**config.mk**
```make
export PLATFORM = sky130hd
export DESIGN_NAME = ebbc_top
export DESIGN_NICKNAME = d
export VERILOG_FILES = /design/src/verilog/ebbc_top.v
export VERILOG_INCLUDE_DIRS = /design/src /design/src/verilog
export SDC_FILE = /design/constraint.sdc
export NUM_CORES = 1
export LEC_CHECK = 0
export ABC_AREA = 1
export BUFFER_PORTS_ARGS = -buffer_cell sky130_fd_sc_hd__buf_4
export CAP_MARGIN = 20
export CORE_ASPECT_RATIO = 0.9
export CORE_MARGIN = 3
export CORE_UTILIZATION = 45
export CTS_CLUSTER_SIZE = 16
export DETAILED_ROUTE_END_ITERATION = 16
export PLACE_DENSITY = 0.66
export SYNTH_ARGS = -nofsm -noshare
export SYNTH_HDL_FRONTEND = slang
export SYNTH_SLANG_ARGS = --single-unit
```
**constraint.sdc**
```tcl
create_clock -name clk -period 7.29 [get_ports clk]
set_input_delay 1.458 -clock clk [delete_from_list [all_inputs] [get_ports clk]]
set_output_delay 1.458 -clock clk [all_outputs]
set_load 0.01 [all_outputs]
```
**src/verilog/ebbc_defs.vh**
```
`ifndef EBBC_DEFS_VH
`define EBBC_DEFS_VH

// Register indices (byte address = index)
`define EBBC_A_CFG        4'h0
`define EBBC_A_MONLOC     4'h1
`define EBBC_A_CLKMHZ     4'h2
`define EBBC_A_CMD        4'h3
`define EBBC_A_STATUS     4'h4
`define EBBC_A_RUNADDR    4'h5
`define EBBC_A_SEG        4'h6
`define EBBC_A_OFS        4'h7
`define EBBC_A_PC         4'h8

// Configuration bit positions
`define EBBC_C_CLKEXT     0
`define EBBC_C_RRT        1
`define EBBC_C_FGMON      2
`define EBBC_C_CYCVIS     3
`define EBBC_C_TRST       4
`define EBBC_C_NMI        5
`define EBBC_C_RAD_LO     6
`define EBBC_C_RAD_HI     7
`define EBBC_C_VAR_LO     8
`define EBBC_C_VAR_HI     9
`define EBBC_CFG_W        10
// Target reset enable set after power-up
`define EBBC_CFG_RESET    10'h010

// Conversion modes
`define EBBC_RAD_MAXSEG   2'h0
`define EBBC_RAD_MINSEG   2'h1
`define EBBC_RAD_CURSEG   2'h2

// Variants
`define EBBC_VAR_BASE     2'h0
`define EBBC_VAR_W32      2'h1
`define EBBC_VAR_W40      2'h2

// Clock limits in MHz
`define EBBC_INT_MHZ      8'h10
`define EBBC_BASE_MIN_MHZ 8'h02
`define EBBC_BASE_MAX_MHZ 8'h10
`define EBBC_EXT_MIN_MHZ  8'h04
`define EBBC_W32_MAX_MHZ  8'h20
`define EBBC_W40_MAX_MHZ  8'h28

// Commands
`define EBBC_CMD_RUN      3'h1
`define EBBC_CMD_BREAK    3'h2
`define EBBC_CMD_REGS     3'h3
`define EBBC_CMD_STEP     3'h4
`define EBBC_CMD_MEM      3'h5
`define EBBC_CMD_IO       3'h6

// Bus-status encodings for a visible background read
`define EBBC_MIO_MEM      1'b1
`define EBBC_ST1_READ     1'b0
`define EBBC_ST0_READ     1'b1
`define EBBC_RW_READ      1'b1
`define EBBC_ST2_READ     1'b1

// Address layout
`define EBBC_PAGE_MASK    24'hfff000
`define EBBC_RESET_VECTOR 24'h0ffff0
`define EBBC_MON_RESET    24'h000000

// Monitor states
`define EBBC_ST_FG        2'h0
`define EBBC_ST_BG        2'h1
`define EBBC_ST_FGMON     2'h2

`endif

```
**src/verilog/ebbc_top.v**
```verilog
// How it works
// - Clock source internal 16 MHz or target
// - External clock range depends on variant
// - Real-time mode refuses target-access commands while running
// - Breaks enter background; foreground monitor follows when enabled
// - Data lines driven in background only on DMA cycles
// - Base visible cycles encode memory read
// - Base hidden cycles float status lines
// - Extended: address, extension, lock, refresh, hold driven
// - Extended visible cycles show memory read
// - Extended hidden cycles float status and strobes
// - DMA cycles drive everything, except extension, lock, refresh, hold on the base variant
// - Monitor location rounded down to 4K
// - Maxseg: low nibble offset, high four segment
// - Minseg: low four offset, top nibble segment
// - Curseg: value to counter, segment kept
// - Background ignores target reset
// - Accepted reset restarts at reset vector
// - Disabled target reset is ignored
// - Target interrupt gated by setting
// - Reads return setting, writes update it
`include "ebbc_defs.vh"
`timescale 1ns/1ps
`default_nettype none

module ebbc_top
(
	input  wire        clk,
	input  wire        rst,
	input  wire [3:0]  reg_addr,
	input  wire [31:0] reg_wdata,
	input  wire        reg_wr,
	input  wire        reg_rd,
	output reg  [31:0] reg_rdata,
	input  wire        bg_cycle,
	input  wire        dma_cycle,
	input  wire        tgt_reset,
	input  wire        tgt_nmi,
	input  wire        ext_clk_present,
	output reg         clk_sel_ext,
	output reg         clk_range_err,
	output reg         mon_background,
	output reg         mon_foreground,
	output reg         cmd_refused,
	output reg         running,
	output reg         cpu_reset,
	output reg         cpu_nmi,
	output reg  [23:0] fetch_addr,
	output reg  [23:0] mon_base,
	output reg         addr_oe,
	output reg         data_oe,
	output reg         cycle_start_strobe_oe,
	output reg         data_strobe_oe,
	output reg         mio_oe,
	output reg         mio_out,
	output reg         rw_oe,
	output reg         rw_out,
	output reg         bus_status_oe,
	output reg         bus_status_0,
	output reg         bus_status_1,
	output reg         bus_status_2,
	output reg         upper_byte_enable_oe,
	output reg         addr_ext_oe,
	output reg         bus_lock_out_oe,
	output reg         refresh_request_out_oe,
	output reg         hold_acknowledge_out_oe
);

	// ----------------------------------------
	// State
	// ----------------------------------------
	reg [`EBBC_CFG_W-1:0] cfg;
	reg [23:0]            mon_loc;
	reg [7:0]             clk_mhz;
	reg [23:0]            run_addr;
	reg [15:0]            seg_val;
	reg [15:0]            ofs_val;
	reg [15:0]            program_counter_reg;
	reg [15:0]            program_segment_reg;
	reg [1:0]             mon_state;
	reg                   tgt_reset_d;

	wire [1:0] rad     = cfg[`EBBC_C_RAD_HI:`EBBC_C_RAD_LO];
	wire [1:0] variant = cfg[`EBBC_C_VAR_HI:`EBBC_C_VAR_LO];
	wire       ext_var = (variant != `EBBC_VAR_BASE);
	wire       in_bg   = (mon_state == `EBBC_ST_BG);
	wire       wr_cmd  = reg_wr && (reg_addr == `EBBC_A_CMD);
	wire [2:0] cmd     = reg_wdata[2:0];
	wire       tgt_cmd = (cmd == `EBBC_CMD_REGS) || (cmd == `EBBC_CMD_STEP) ||
	                     (cmd == `EBBC_CMD_MEM) || (cmd == `EBBC_CMD_IO);
	wire       refuse  = wr_cmd && tgt_cmd && cfg[`EBBC_C_RRT] && running;
	wire       rst_ok  = cfg[`EBBC_C_TRST] && !in_bg;
	wire       rst_rel = tgt_reset_d && !tgt_reset && rst_ok;
	wire       nmi_ok  = tgt_nmi && cfg[`EBBC_C_NMI] && !in_bg;

	// ----------------------------------------
	// Clock range check
	// ----------------------------------------
	reg [7:0] next_min;
	reg [7:0] next_max;
	always @*
	begin
		next_min = `EBBC_EXT_MIN_MHZ;
		next_max = `EBBC_W40_MAX_MHZ;
		case (variant)
			`EBBC_VAR_BASE:
			begin
				next_min = `EBBC_BASE_MIN_MHZ;
				next_max = `EBBC_BASE_MAX_MHZ;
			end
			`EBBC_VAR_W32: next_max = `EBBC_W32_MAX_MHZ;
			default:       next_max = `EBBC_W40_MAX_MHZ;
		endcase
	end

	// ----------------------------------------
	// Run address conversion
	// ----------------------------------------
	reg [15:0] next_seg;
	reg [15:0] next_ofs;
	always @*
	begin
		next_seg = seg_val;
		next_ofs = ofs_val;
		case (rad)
			`EBBC_RAD_MAXSEG:
			begin
				next_seg = run_addr[19:4];
				next_ofs = {12'h000, run_addr[3:0]};
			end
			`EBBC_RAD_MINSEG:
			begin
				next_seg = {run_addr[19:16], 12'h000};
				next_ofs = run_addr[15:0];
			end
			`EBBC_RAD_CURSEG:
			begin
				next_seg = program_segment_reg;
				next_ofs = run_addr[15:0];
			end
			default:
			begin
				next_seg = seg_val;
				next_ofs = ofs_val;
			end
		endcase
	end

	// ----------------------------------------
	// Fetch address from segment and offset
	// ----------------------------------------
	// Segment times sixteen plus offset never needs more than 21 bits
	wire [23:0] next_fetch = {4'h0, next_seg, 4'h0} + {8'h00, next_ofs};

	// ----------------------------------------
	// Registers and monitor control
	// ----------------------------------------
	always @(posedge clk or posedge rst)
	begin
		if (rst)
		begin
			cfg                 <= `EBBC_CFG_RESET;
			mon_loc             <= `EBBC_MON_RESET;
			clk_mhz             <= `EBBC_INT_MHZ;
			run_addr            <= 24'h000000;
			seg_val             <= 16'h0000;
			ofs_val             <= 16'h0000;
			program_counter_reg <= 16'h0000;
			program_segment_reg <= 16'h0000;
			mon_state           <= `EBBC_ST_BG;
			tgt_reset_d         <= 1'b0;
			running             <= 1'b0;
			cmd_refused         <= 1'b0;
			cpu_reset           <= 1'b0;
			cpu_nmi             <= 1'b0;
			fetch_addr          <= `EBBC_RESET_VECTOR;
			reg_rdata           <= 32'h00000000;
		end
		else
		begin
			tgt_reset_d <= tgt_reset;
			cpu_nmi     <= 1'b0;
			if (refuse)
				cmd_refused <= 1'b1;
			else if (wr_cmd)
				cmd_refused <= 1'b0;
			if (reg_wr)
			begin
				case (reg_addr)
					`EBBC_A_CFG:     cfg <= reg_wdata[`EBBC_CFG_W-1:0];
					`EBBC_A_MONLOC:  mon_loc <= reg_wdata[23:0] & `EBBC_PAGE_MASK;
					`EBBC_A_CLKMHZ:  clk_mhz <= reg_wdata[7:0];
					`EBBC_A_RUNADDR: run_addr <= reg_wdata[23:0];
					`EBBC_A_PC:      program_counter_reg <= reg_wdata[15:0];
					`EBBC_A_SEG:     program_segment_reg <= reg_wdata[15:0];
					default:
					begin
					end
				endcase
			end
			if (wr_cmd && !refuse)
			begin
				case (cmd)
					`EBBC_CMD_RUN, `EBBC_CMD_STEP:
					begin
						seg_val             <= next_seg;
						ofs_val             <= next_ofs;
						program_counter_reg <= next_ofs;
						program_segment_reg <= next_seg;
						fetch_addr          <= next_fetch;
						running             <= (cmd == `EBBC_CMD_RUN);
						mon_state           <= `EBBC_ST_FG;
					end
					`EBBC_CMD_BREAK:
					begin
						running   <= 1'b0;
						mon_state <= `EBBC_ST_BG;
					end
					default:
					begin
					end
				endcase
			end
			else if (mon_state == `EBBC_ST_BG && cfg[`EBBC_C_FGMON] && !running)
				mon_state <= `EBBC_ST_FGMON;
			cpu_reset <= tgt_reset && rst_ok;
			if (rst_rel)
				fetch_addr <= `EBBC_RESET_VECTOR;
			if (nmi_ok)
				cpu_nmi <= 1'b1;
			reg_rdata <= 32'h00000000;
			if (reg_rd)
			begin
				case (reg_addr)
					`EBBC_A_CFG:     reg_rdata <= {22'h0, cfg};
					`EBBC_A_MONLOC:  reg_rdata <= {8'h00, mon_loc};
					`EBBC_A_CLKMHZ:  reg_rdata <= {24'h000000, clk_mhz};
					`EBBC_A_CMD:     reg_rdata <= {31'h0, cmd_refused};
					`EBBC_A_STATUS:  reg_rdata <= {28'h0000000, clk_range_err, running, mon_state};
					`EBBC_A_RUNADDR: reg_rdata <= {8'h00, run_addr};
					`EBBC_A_SEG:     reg_rdata <= {16'h0000, program_segment_reg};
					`EBBC_A_OFS:     reg_rdata <= {16'h0000, ofs_val};
					`EBBC_A_PC:      reg_rdata <= {16'h0000, program_counter_reg};
					default:         reg_rdata <= 32'h00000000;
				endcase
			end
		end
	end

	// ----------------------------------------
	// Clock select and target bus drive
	// ----------------------------------------
	wire vis        = cfg[`EBBC_C_CYCVIS];
	wire force_all  = bg_cycle && dma_cycle;
	wire bg_only    = bg_cycle && !dma_cycle;
	// Strobes float only on hidden cycles of the extended variants
	wire strobe_drv = bg_cycle && (!ext_var || vis || dma_cycle);
	// Status lines follow the visible setting unless a DMA cycle forces them
	wire status_drv = force_all || (bg_only && vis);

	always @(posedge clk or posedge rst)
	begin
		if (rst)
		begin
			clk_sel_ext             <= 1'b0;
			clk_range_err           <= 1'b0;
			mon_background          <= 1'b1;
			mon_foreground          <= 1'b0;
			mon_base                <= `EBBC_MON_RESET;
			addr_oe                 <= 1'b0;
			data_oe                 <= 1'b0;
			cycle_start_strobe_oe   <= 1'b0;
			data_strobe_oe          <= 1'b0;
			mio_oe                  <= 1'b0;
			mio_out                 <= 1'b0;
			rw_oe                   <= 1'b0;
			rw_out                  <= 1'b0;
			bus_status_oe           <= 1'b0;
			bus_status_0            <= 1'b0;
			bus_status_1            <= 1'b0;
			bus_status_2            <= 1'b0;
			upper_byte_enable_oe    <= 1'b0;
			addr_ext_oe             <= 1'b0;
			bus_lock_out_oe         <= 1'b0;
			refresh_request_out_oe  <= 1'b0;
			hold_acknowledge_out_oe <= 1'b0;
		end
		else
		begin
			clk_sel_ext    <= cfg[`EBBC_C_CLKEXT];
			clk_range_err  <= cfg[`EBBC_C_CLKEXT] &&
			                  (!ext_clk_present || clk_mhz < next_min || clk_mhz > next_max);
			mon_background <= (mon_state == `EBBC_ST_BG);
			mon_foreground <= (mon_state == `EBBC_ST_FGMON);
			mon_base       <= mon_loc;
			addr_oe                 <= bg_cycle;
			cycle_start_strobe_oe   <= strobe_drv;
			data_strobe_oe          <= strobe_drv;
			addr_ext_oe             <= bg_cycle && ext_var;
			bus_lock_out_oe         <= bg_cycle && ext_var;
			refresh_request_out_oe  <= bg_cycle && ext_var;
			hold_acknowledge_out_oe <= bg_cycle && ext_var;
			data_oe <= force_all;
			mio_oe               <= status_drv;
			rw_oe                <= status_drv;
			bus_status_oe        <= status_drv;
			// Upper-byte enable joins the visible status set on extended variants only; DMA cycles drive it on any variant
			upper_byte_enable_oe <= force_all || (bg_only && vis && ext_var);
			mio_out      <= `EBBC_MIO_MEM;
			rw_out       <= `EBBC_RW_READ;
			bus_status_0 <= `EBBC_ST0_READ;
			bus_status_1 <= `EBBC_ST1_READ;
			bus_status_2 <= `EBBC_ST2_READ;
		end
	end

endmodule // ebbc_top

`default_nettype wire

```
==> results of run 1 <==
cells in the mapped netlist, types with 2 or more instances:
cell type	instances
nand3b_1	3
o221ai_1	8
buf_2	23
nor3_1	2
a221oi_1	5
mux2i_1	3
a211oi_1	3
dfstp_2	20
o21ai_1	39
a21oi_1	52
nand3_2	2
a41oi_1	4
nor2_1	49
conb_1	2
inv_2	8
nand4_1	8
inv_1	125
dfrtp_1	173
o22ai_1	20
o211ai_1	2
buf_4	34
buf_6	6
nor2_4	2
ha_1	19
nand2_1	260
xnor2_1	6
nor2_2	6
nand2_2	11
nand3_1	59
a31oi_1	10
clkbuf_2	2
o21ai_2	2
o21ai_0	125
clkbuf_1	15
metrics by stage:
| stage | setup WS, ps | instances | area [um^2] | total power [W] | utilization (%) |
|---|---|---|---|---|---|
| finish | 3750 | 1503 | 10900 | 0.00331 | 53.8 |
| global route | 3570 | 1503 | 10900 | 0.00352 | 53.8 |
| CTS | 3790 | 1503 | 10900 | 0.00332 | 53.8 |
| detailed placement | 3400 | 1471 | 10400 | 0.00239 | 51.0 |
| global placement | 3470 | 1471 | 10400 | 0.00237 | 51.0 |
| floorplan | 610 | 1148 | 9600 | 0.00208 | - |
power by group:
part	switching [W]	internal [W]	leakage, nW
sequential	0.000132	0.00131	2.37
clock	0.000444	0.000483	0.273
combinational	0.000573	0.000361	2.75
total	0.00115	0.00216	5.40
per-layer routing:
layer | GRT usage, % | routed length, um | up-vias | part of all wire, %
met5 | 0 | 0 | - | 0
met4 | 6.22 | 484 | 0 | 1.9
met3 | 4.76 | 1670 | 28 | 6.5
met2 | 37.9 | 12200 | 299 | 48
met1 | 30.2 | 11300 | 3827 | 44
li1 | - | - | 3821 | -
worst register-to-register path, cell delays in order, from the launching register on:
cell     delay, ps
dfrtp_1        440
ha_1           390
inv_6          400
nand2_1        410
o22ai_1        570
ha_1           340
nand3_1         80
nand2_1         90
nand3_1         80
nand2_1         80
nand3_1        110
nand2_1        110
nand2_1        100
nand2_1         50
nand2_1         50
nand3_1         80
nand2_1        100
final timing paths:
path | from | end | slack [ps]
worst max-delay path | cfg[7]$_DFFE_PP0P_ | fetch_addr[15]$_DFFE_PP1P_ | 3750
worst min-delay path | mon_loc[23]$_DFFE_PP0P_ | mon_base[23]$_DFF_PP0_ | 400
worst max register to register | cfg[7]$_DFFE_PP0P_ | fetch_addr[15]$_DFFE_PP1P_ | 3750
worst min register to register | mon_loc[23]$_DFFE_PP0P_ | mon_base[23]$_DFF_PP0_ | 400
max in group asynchronous | rst | fetch_addr[0]$_DFFE_PP0P_ | 4710
min in group asynchronous | rst | reg_rdata[22]$_DFF_PP0_ | 1170
cells in the final DEF, fill, tap and decap left out, drive strengths merged, types with 19 or more instances in the layout:
master  count
a21oi      53
buf       123
conb       25
dfrtp     173
dfstp      20
ha         19
inv       143
nand2     272
nand3      61
nor2       57
o21ai     166
o22ai      20
final cells by class:
type	instances	share of cell area, %
clock buffer	18	3.92
sequential	193	44.3
timing repair buffer	123	8.44
multi-input combinational	740	34.0
inverter	135	4.77
clock inverter	14	1.29
tap	280	3.20
kinds of logic (layout without fill, tap and decap cells):
family / Yosys count / in the layout
XOR/XNOR: 6 / 6
adder cells (fa/ha/maj): 20 / 20
AO/OA/AOI/OAI: 280 / 280
AND/OR/NAND/NOR: 406 / 406
flip-flops: 193 / 193
other: 2 / 25
buffers and inverters: 215 / 290
multiplexers: 3 / 3
==> metrics.md, run 1 <==
| Metric | Value |
|---|---|
| Number of remaining DRC errors | `0` |
| Yosys top cell by area | `dfrtp_1` |
| Crit start category | `register` |
| CTS Root Cell | `clkbuf_16` |
| Post-synthesis simple-gate area fraction | `18.0%` |
| Chip height | `144 um` |
| Antenna diodes | `0` |
| Synth Area in Compound Gates | `16.6%` |
| RSZ-0062 raised after global routing | `false` |
| PD cells | `302 nW/um^2` |
| Post CTS Setup Buffer Count | `0` |
| Critical Path Stages | `16` |
| CP Cell Sequence | `ha_1, inv_6, nand2_1, o22ai_1, ha_1, nand3_1, nand2_1, nand3_1, nand2_1, nand3_1, nand2_1, nand2_1, nand2_1, nand2_1, nand3_1, nand2_1` |
| Core Rows | `49` |
| Yosys top cell area share | `45.5%` |
| Gr usage total | `22.6%` |
| Number of global-route vias before repair | `7652` |
| Drt wl/cell | `17.1 um` |
| WP data arrival | `3910 ps` |
| Top cells by area, synth | `dfrtp_1 46%, nand2_1 10%, o21ai_0 6.6%` |
| Setup TNS | `0 ps` |
| Die area | `22900 um^2` |
| Starting Density | `46.7%` |
| Drt initial violations | `728` |
| Fill count | `1930` |
| Xor and xnor area share after synthesis | `0.552%` |
| Sequential cell area | `4850 um^2` |
| Routed wire length | `25600 um` |
| FMAX | `283 MHz` |
| Hold buffer count at CTS | `0` |
| Antenna Nets Post-Route | `0` |
| TritonCTS clock tree | `built` |
| GRT overflow | `0` |
| Initial antenna violation count | `0` |
| Hold WC Path Type | `register to register` |
| First-pass GRT wire length | `41200 um` |
| Portion of netlist area occupied by mux cells | `0.316%` |
| Ys async rst share | `100%` |
| Port Buffer Count | `117` |
| Cell count after synthesis | `1125` |
| Leakage | `5.40 nW` |
| Layout net count | `1275` |
| Slew HR | `38.4%` |
| Final worst-path cycle share | `48.5%` |
| Main combinational cell family by area after synthesis | `simple AND/OR/NAND/NOR gates` |
| Maximum VDD drop | `0.158 mV` |
| Final Hold Viols | `0` |
| Mapped Area | `9510 um^2` |
| Minimum clock period | `3540 ps` |
| Pin count of the biggest net entering global routing | `125` |
| Fin Clk Skew | `8.54 ps` |
| CORE AREA | `20400 um^2` |
| Fin. max-slew vios | `0` |
| Yosys reg bits | `193` |
| Crit path top cell by count | `nand2_1` |
| Worst hold slack | `403 ps` |
| H-Tree Depth | `4` |
| Max-cap violation count | `0` |
| Insertion delay to the later sink of the worst-skew pair | `430 ps` |
| Multi-input gate area | `3730 um^2` |
| WP data required | `7660 ps` |
| Synth cell types | `51` |
| Crit. End Element | `register` |
| Sink Count | `193` |
| Largest regs | `reg_rdata x24, run_addr x24, fetch_addr x21` |
| Synth Warn # | `0` |
| CTS clk-pin slew, worst paths | `70 ps` |
| Avg Synthesized Cell Area | `8.46 um^2` |
| Sequential share of the synthesized area | `51.0%` |
| Total CTS buffers | `17` |
| Adder-cell share of the synthesized area | `2.71%` |
| Placer Congestion | `0.923` |
| Final setup violation count | `0` |
| Die Span X | `159 um` |
| Main synth FF type | `dfrtp_1` |
| Worst path slowest cell | `o22ai_1` |
| CTS resizes | `0` |
| Actual slew at the worst max-slew pin | `923 ps` |
| I/O pin cnt | `150` |
| Result of the run | `completed` |
| Via-to-Cell Ratio | `5.31` |
| CP Max Fanout | `50` |
| Pre-antenna DRT Iters | `7` |
| Cells on Worst Hold Path | `0` |
| Top delay family on crit path | `simple AND/OR/NAND/NOR gates` |
| Critical path class | `register to register` |
| R2R depth | `16` |
| Worst-case clock buffer depth | `2` |
| EDFF count, synth | `0` |
| CP Buf/Inv Count | `1` |
| Slowest stage delay, CP | `570 ps` |
| Via count | `7975` |
| Share of layout cells above drive strength 1 | `17.4%` |
| Area grow syn2layout | `15.1%` |
| Post-DP HPWL | `17600 um` |
(Power assumes the default switching activity.)
==> run 2, diff against run 1 <==
--- a/config.mk
+++ b/config.mk
@@ -6,7 +6,7 @@
 export SDC_FILE = /design/constraint.sdc
 export NUM_CORES = 1
 export LEC_CHECK = 0
-export ABC_AREA = 1
+export ABC_AREA = 0
 export BUFFER_PORTS_ARGS = -buffer_cell sky130_fd_sc_hd__buf_4
 export CAP_MARGIN = 20
 export CORE_ASPECT_RATIO = 0.9
@@ -14,7 +14,7 @@
 export CORE_UTILIZATION = 45
 export CTS_CLUSTER_SIZE = 16
 export DETAILED_ROUTE_END_ITERATION = 16
-export PLACE_DENSITY = 0.66
+export PLACE_DENSITY = 0.68
 export SYNTH_ARGS = -nofsm -noshare
 export SYNTH_HDL_FRONTEND = slang
 export SYNTH_SLANG_ARGS = --single-unit
==> constraint.sdc (replaced) <==
create_clock -name clk -period 2.8 [get_ports clk]
set_input_delay 0.56 -clock clk [delete_from_list [all_inputs] [get_ports clk]]
set_output_delay 0.56 -clock clk [all_outputs]
set_load 0.01 [all_outputs]
==> run 2 against run 1 <==
The run now ends with setup timing left. Die area is 0.38% lower. Maximum frequency up 15%. Critical path depth is 1 lower. Via count is 2.4% lower. Non-clock buffer count increased by 99. Worst hold slack worse by 160 ps. Power grew to 2.8 times the previous value. Sequential cell count unchanged. Largest power group unchanged. Highest routed layer unchanged.
==> metrics.md, run 2 <==
| Metric | Value |
|---|---|
| Port Buffer Count | `117` |
| Fin Clk Skew | `7.46 ps` |
| Sequential cell area | `4850 um^2` |
| Layout net count | `1190` |
| Via count | `7780` |
| Actual slew at the worst max-slew pin | `696 ps` |
| Synth cell count leaders | `173 x dfrtp_1, 162 x nand2_1, 72 x o21ai_0` |
| Die area | `22800 um^2` |
| Final Hold Viols | `0` |
| Largest regs | `reg_rdata x24, run_addr x24, fetch_addr x21` |
| Minimum clock period | `3090 ps` |
| Worst hold slack | `243 ps` |
| Final core utilization | `59.2%` |
| Cell count after synthesis | `952` |
| Setup TNS | `-1820 ps` |
| Maximum VDD drop | `0.329 mV` |
| Synth Warn # | `0` |
| TritonCTS clock tree | `built` |
| FMAX | `324 MHz` |
| EDFF count, synth | `0` |
| Total CTS buffers | `17` |
| Starting Density | `46.6%` |
| Sequential share of the synthesized area | `51.2%` |
| Antenna diodes | `0` |
| Max-cap violation count | `0` |
| Crit start category | `register` |
| H-Tree Depth | `4` |
| GRT overflow | `0` |
| Chip height | `144 um` |
| RSZ-0062 raised after global routing | `true` |
| Main synth FF type | `dfrtp_1` |
| Number of global-route vias before repair | `7725` |
| Sink Count | `193` |
| Slew HR | `53.6%` |
| Hold WC Path Type | `input pin to register` |
| Via-to-Cell Ratio | `5.49` |
| Synth cell types | `58` |
| Most frequent cell after synthesis | `dfrtp_1` |
| Multi-input gate area | `4440 um^2` |
| Post-DP HPWL | `18400 um` |
| Core Rows | `49` |
| Yosys top cell area share | `45.7%` |
| Routed wire length | `25800 um` |
| CTS clk-pin slew, worst paths | `70 ps` |
| Avg Synthesized Cell Area | `9.95 um^2` |
| Critical path class | `register to register` |
| Initial antenna violation count | `0` |
| Share of layout cells above drive strength 1 | `34.0%` |
| CORE AREA | `20400 um^2` |
| Area grow syn2layout | `27.2%` |
| Fill count | `1713` |
| Flop-to-flop setup slack | `-290 ps` |
| Final worst-path cycle share | `110%` |
| PD cells | `767 nW/um^2` |
| Top cells by area, synth | `dfrtp_1 46%, mux2_2 6.8%, nand2_1 6.4%` |
| Drt initial violations | `523` |
| Result of the run | `finished with violations` |
| Leakage | `5.68 nW` |
| Pre-CTS WS | `-356 ps` |
| Ys async rst share | `100%` |
| WP data arrival | `3450 ps` |
| Antenna Nets Post-Route | `0` |
| Yosys reg bits | `193` |
| Failing checks | `setup timing` |
| Final setup violation count | `10` |
| Die Span X | `159 um` |
| Pin count of the biggest net entering global routing | `101` |
| Gr usage total | `22.5%` |
| First-pass GRT wire length | `40700 um` |
| Crit. End Element | `register` |
| Yosys top cell by area | `dfrtp_1` |
| Insertion delay to the later sink of the worst-skew pair | `430 ps` |
| Most frequent cells in the layout | `211 x buf_4, 173 x dfrtp_1, 160 x nand2_1` |
| I/O pin cnt | `150` |
| CP Max Fanout | `6` |
| Number of remaining DRC errors | `0` |
| WP data required | `3160 ps` |
| Fin. max-slew vios | `0` |
| Placer Congestion | `0.879` |
| Tot Pwr | `0.00924 W` |
| Worst-case clock buffer depth | `2` |
| CTS Root Cell | `clkbuf_16` |
| Mapped Area | `9480 um^2` |
| Worst path setup slack after routing | `-287 ps` |
| Pre-antenna DRT Iters | `6` |
| Commonest non-fill, non-tap cell in the layout | `buf_4` |
| Drt wl/cell | `18.2 um` |
## run 2: cell types whose count changed after synthesis, moves of 19 or more
cell      change
mux2_2       +57
clkbuf_1     +30
mux2i_1      +19
a22oi_1      +46
nand2_1      -98
o22ai_1      -20
inv_1       -111
o21ai_1      -34
o21ai_0      -53
nand3_1      -50
## run 2: area by class of cell
type                       instances  area share, %
clock buffer                      19           3.76
clock inverter                    13           1.16
inverter                          14          0.488
multi-input combinational        677           36.9
sequential                       193           40.3
tap                              280           2.91
timing repair buffer             222           14.5
## run 2: layer usage
| layer | GRT usage [%] | up-vias | part of all wire [%] |
|---|---|---|---|
| li1 | - | 3657 | - |
| met1 | 28.4 | 3754 | 42 |
| met2 | 38.2 | 300 | 48 |
| met3 | 4.35 | 69 | 5.7 |
| met4 | 10.2 | 0 | 3.9 |
| met5 | 0 | - | 0 |
## run 2: final timing paths
check                      cells past startpoint                    start                          to
min reg2reg                                    0  mon_loc[19]$_DFFE_PP0P_      mon_base[19]$_DFF_PP0_
min in group asynchronous                      3                      rst     reg_rdata[21]$_DFF_PP0_
min                                            1                tgt_reset       tgt_reset_d$_DFF_PP0_
max reg2reg                                   15       cfg[7]$_DFFE_PP0P_  fetch_addr[20]$_DFFE_PP0P_
max in group asynchronous                      3                      rst     clk_range_err$_DFF_PP0_
max                                           15       cfg[7]$_DFFE_PP0P_  fetch_addr[20]$_DFFE_PP0P_
## run 2: cell families (layout without fill, tap and decap cells)
family          after synthesis  count (layout)  synth area share [%]
simple gates                291             291                  13.1
compound gates              245             245                  16.5
flops                       193             193                  51.2
buf+inv                     105             268                  5.68
mux                          79              79                  9.10
fa+ha+maj                    20              20                  2.72
xor+xnor                     17              17                  1.57
other cells                   2              25                0.0793
## run 2: through the flow
stage / area (um^2) / instances
global placement: 11100 / 1368
finish: 12100 / 1418
floorplan: 9670 / 975
detailed placement: 11100 / 1368
global route: 12100 / 1418
CTS: 11900 / 1410
## run 2: critical path, cell delays in order (launching register included)
cell and delay (ps):
dfrtp_1 360, buf_6 120, inv_4 40, ha_4 300, nand2_2 60, o21ai_2 150
ha_2 220, fa_2 220, a211o_1 130, o211ai_1 160, a211oi_2 300, o21ai_2 120
o21ai_2 160, a31oi_2 120, or4_4 430, a21oi_2 120
## run 2: timing repair
action / 4_1_cts / 5_1_grt
pin swaps: 20 / 19
resized for setup: 42 / 22
endpoints found under the setup margin: 11 / 11
hold buffers: 0 / 0
setup buffers: 10 / 8
## run 2: power breakdown
part           switching, W  leakage, nW  total [W]  internal [W]
Clock               0.00115        0.284    0.00246       0.00131
Combinational       0.00148         2.98    0.00294       0.00146
Sequential         0.000485         2.42    0.00385       0.00336
Total               0.00311         5.68    0.00924       0.00613
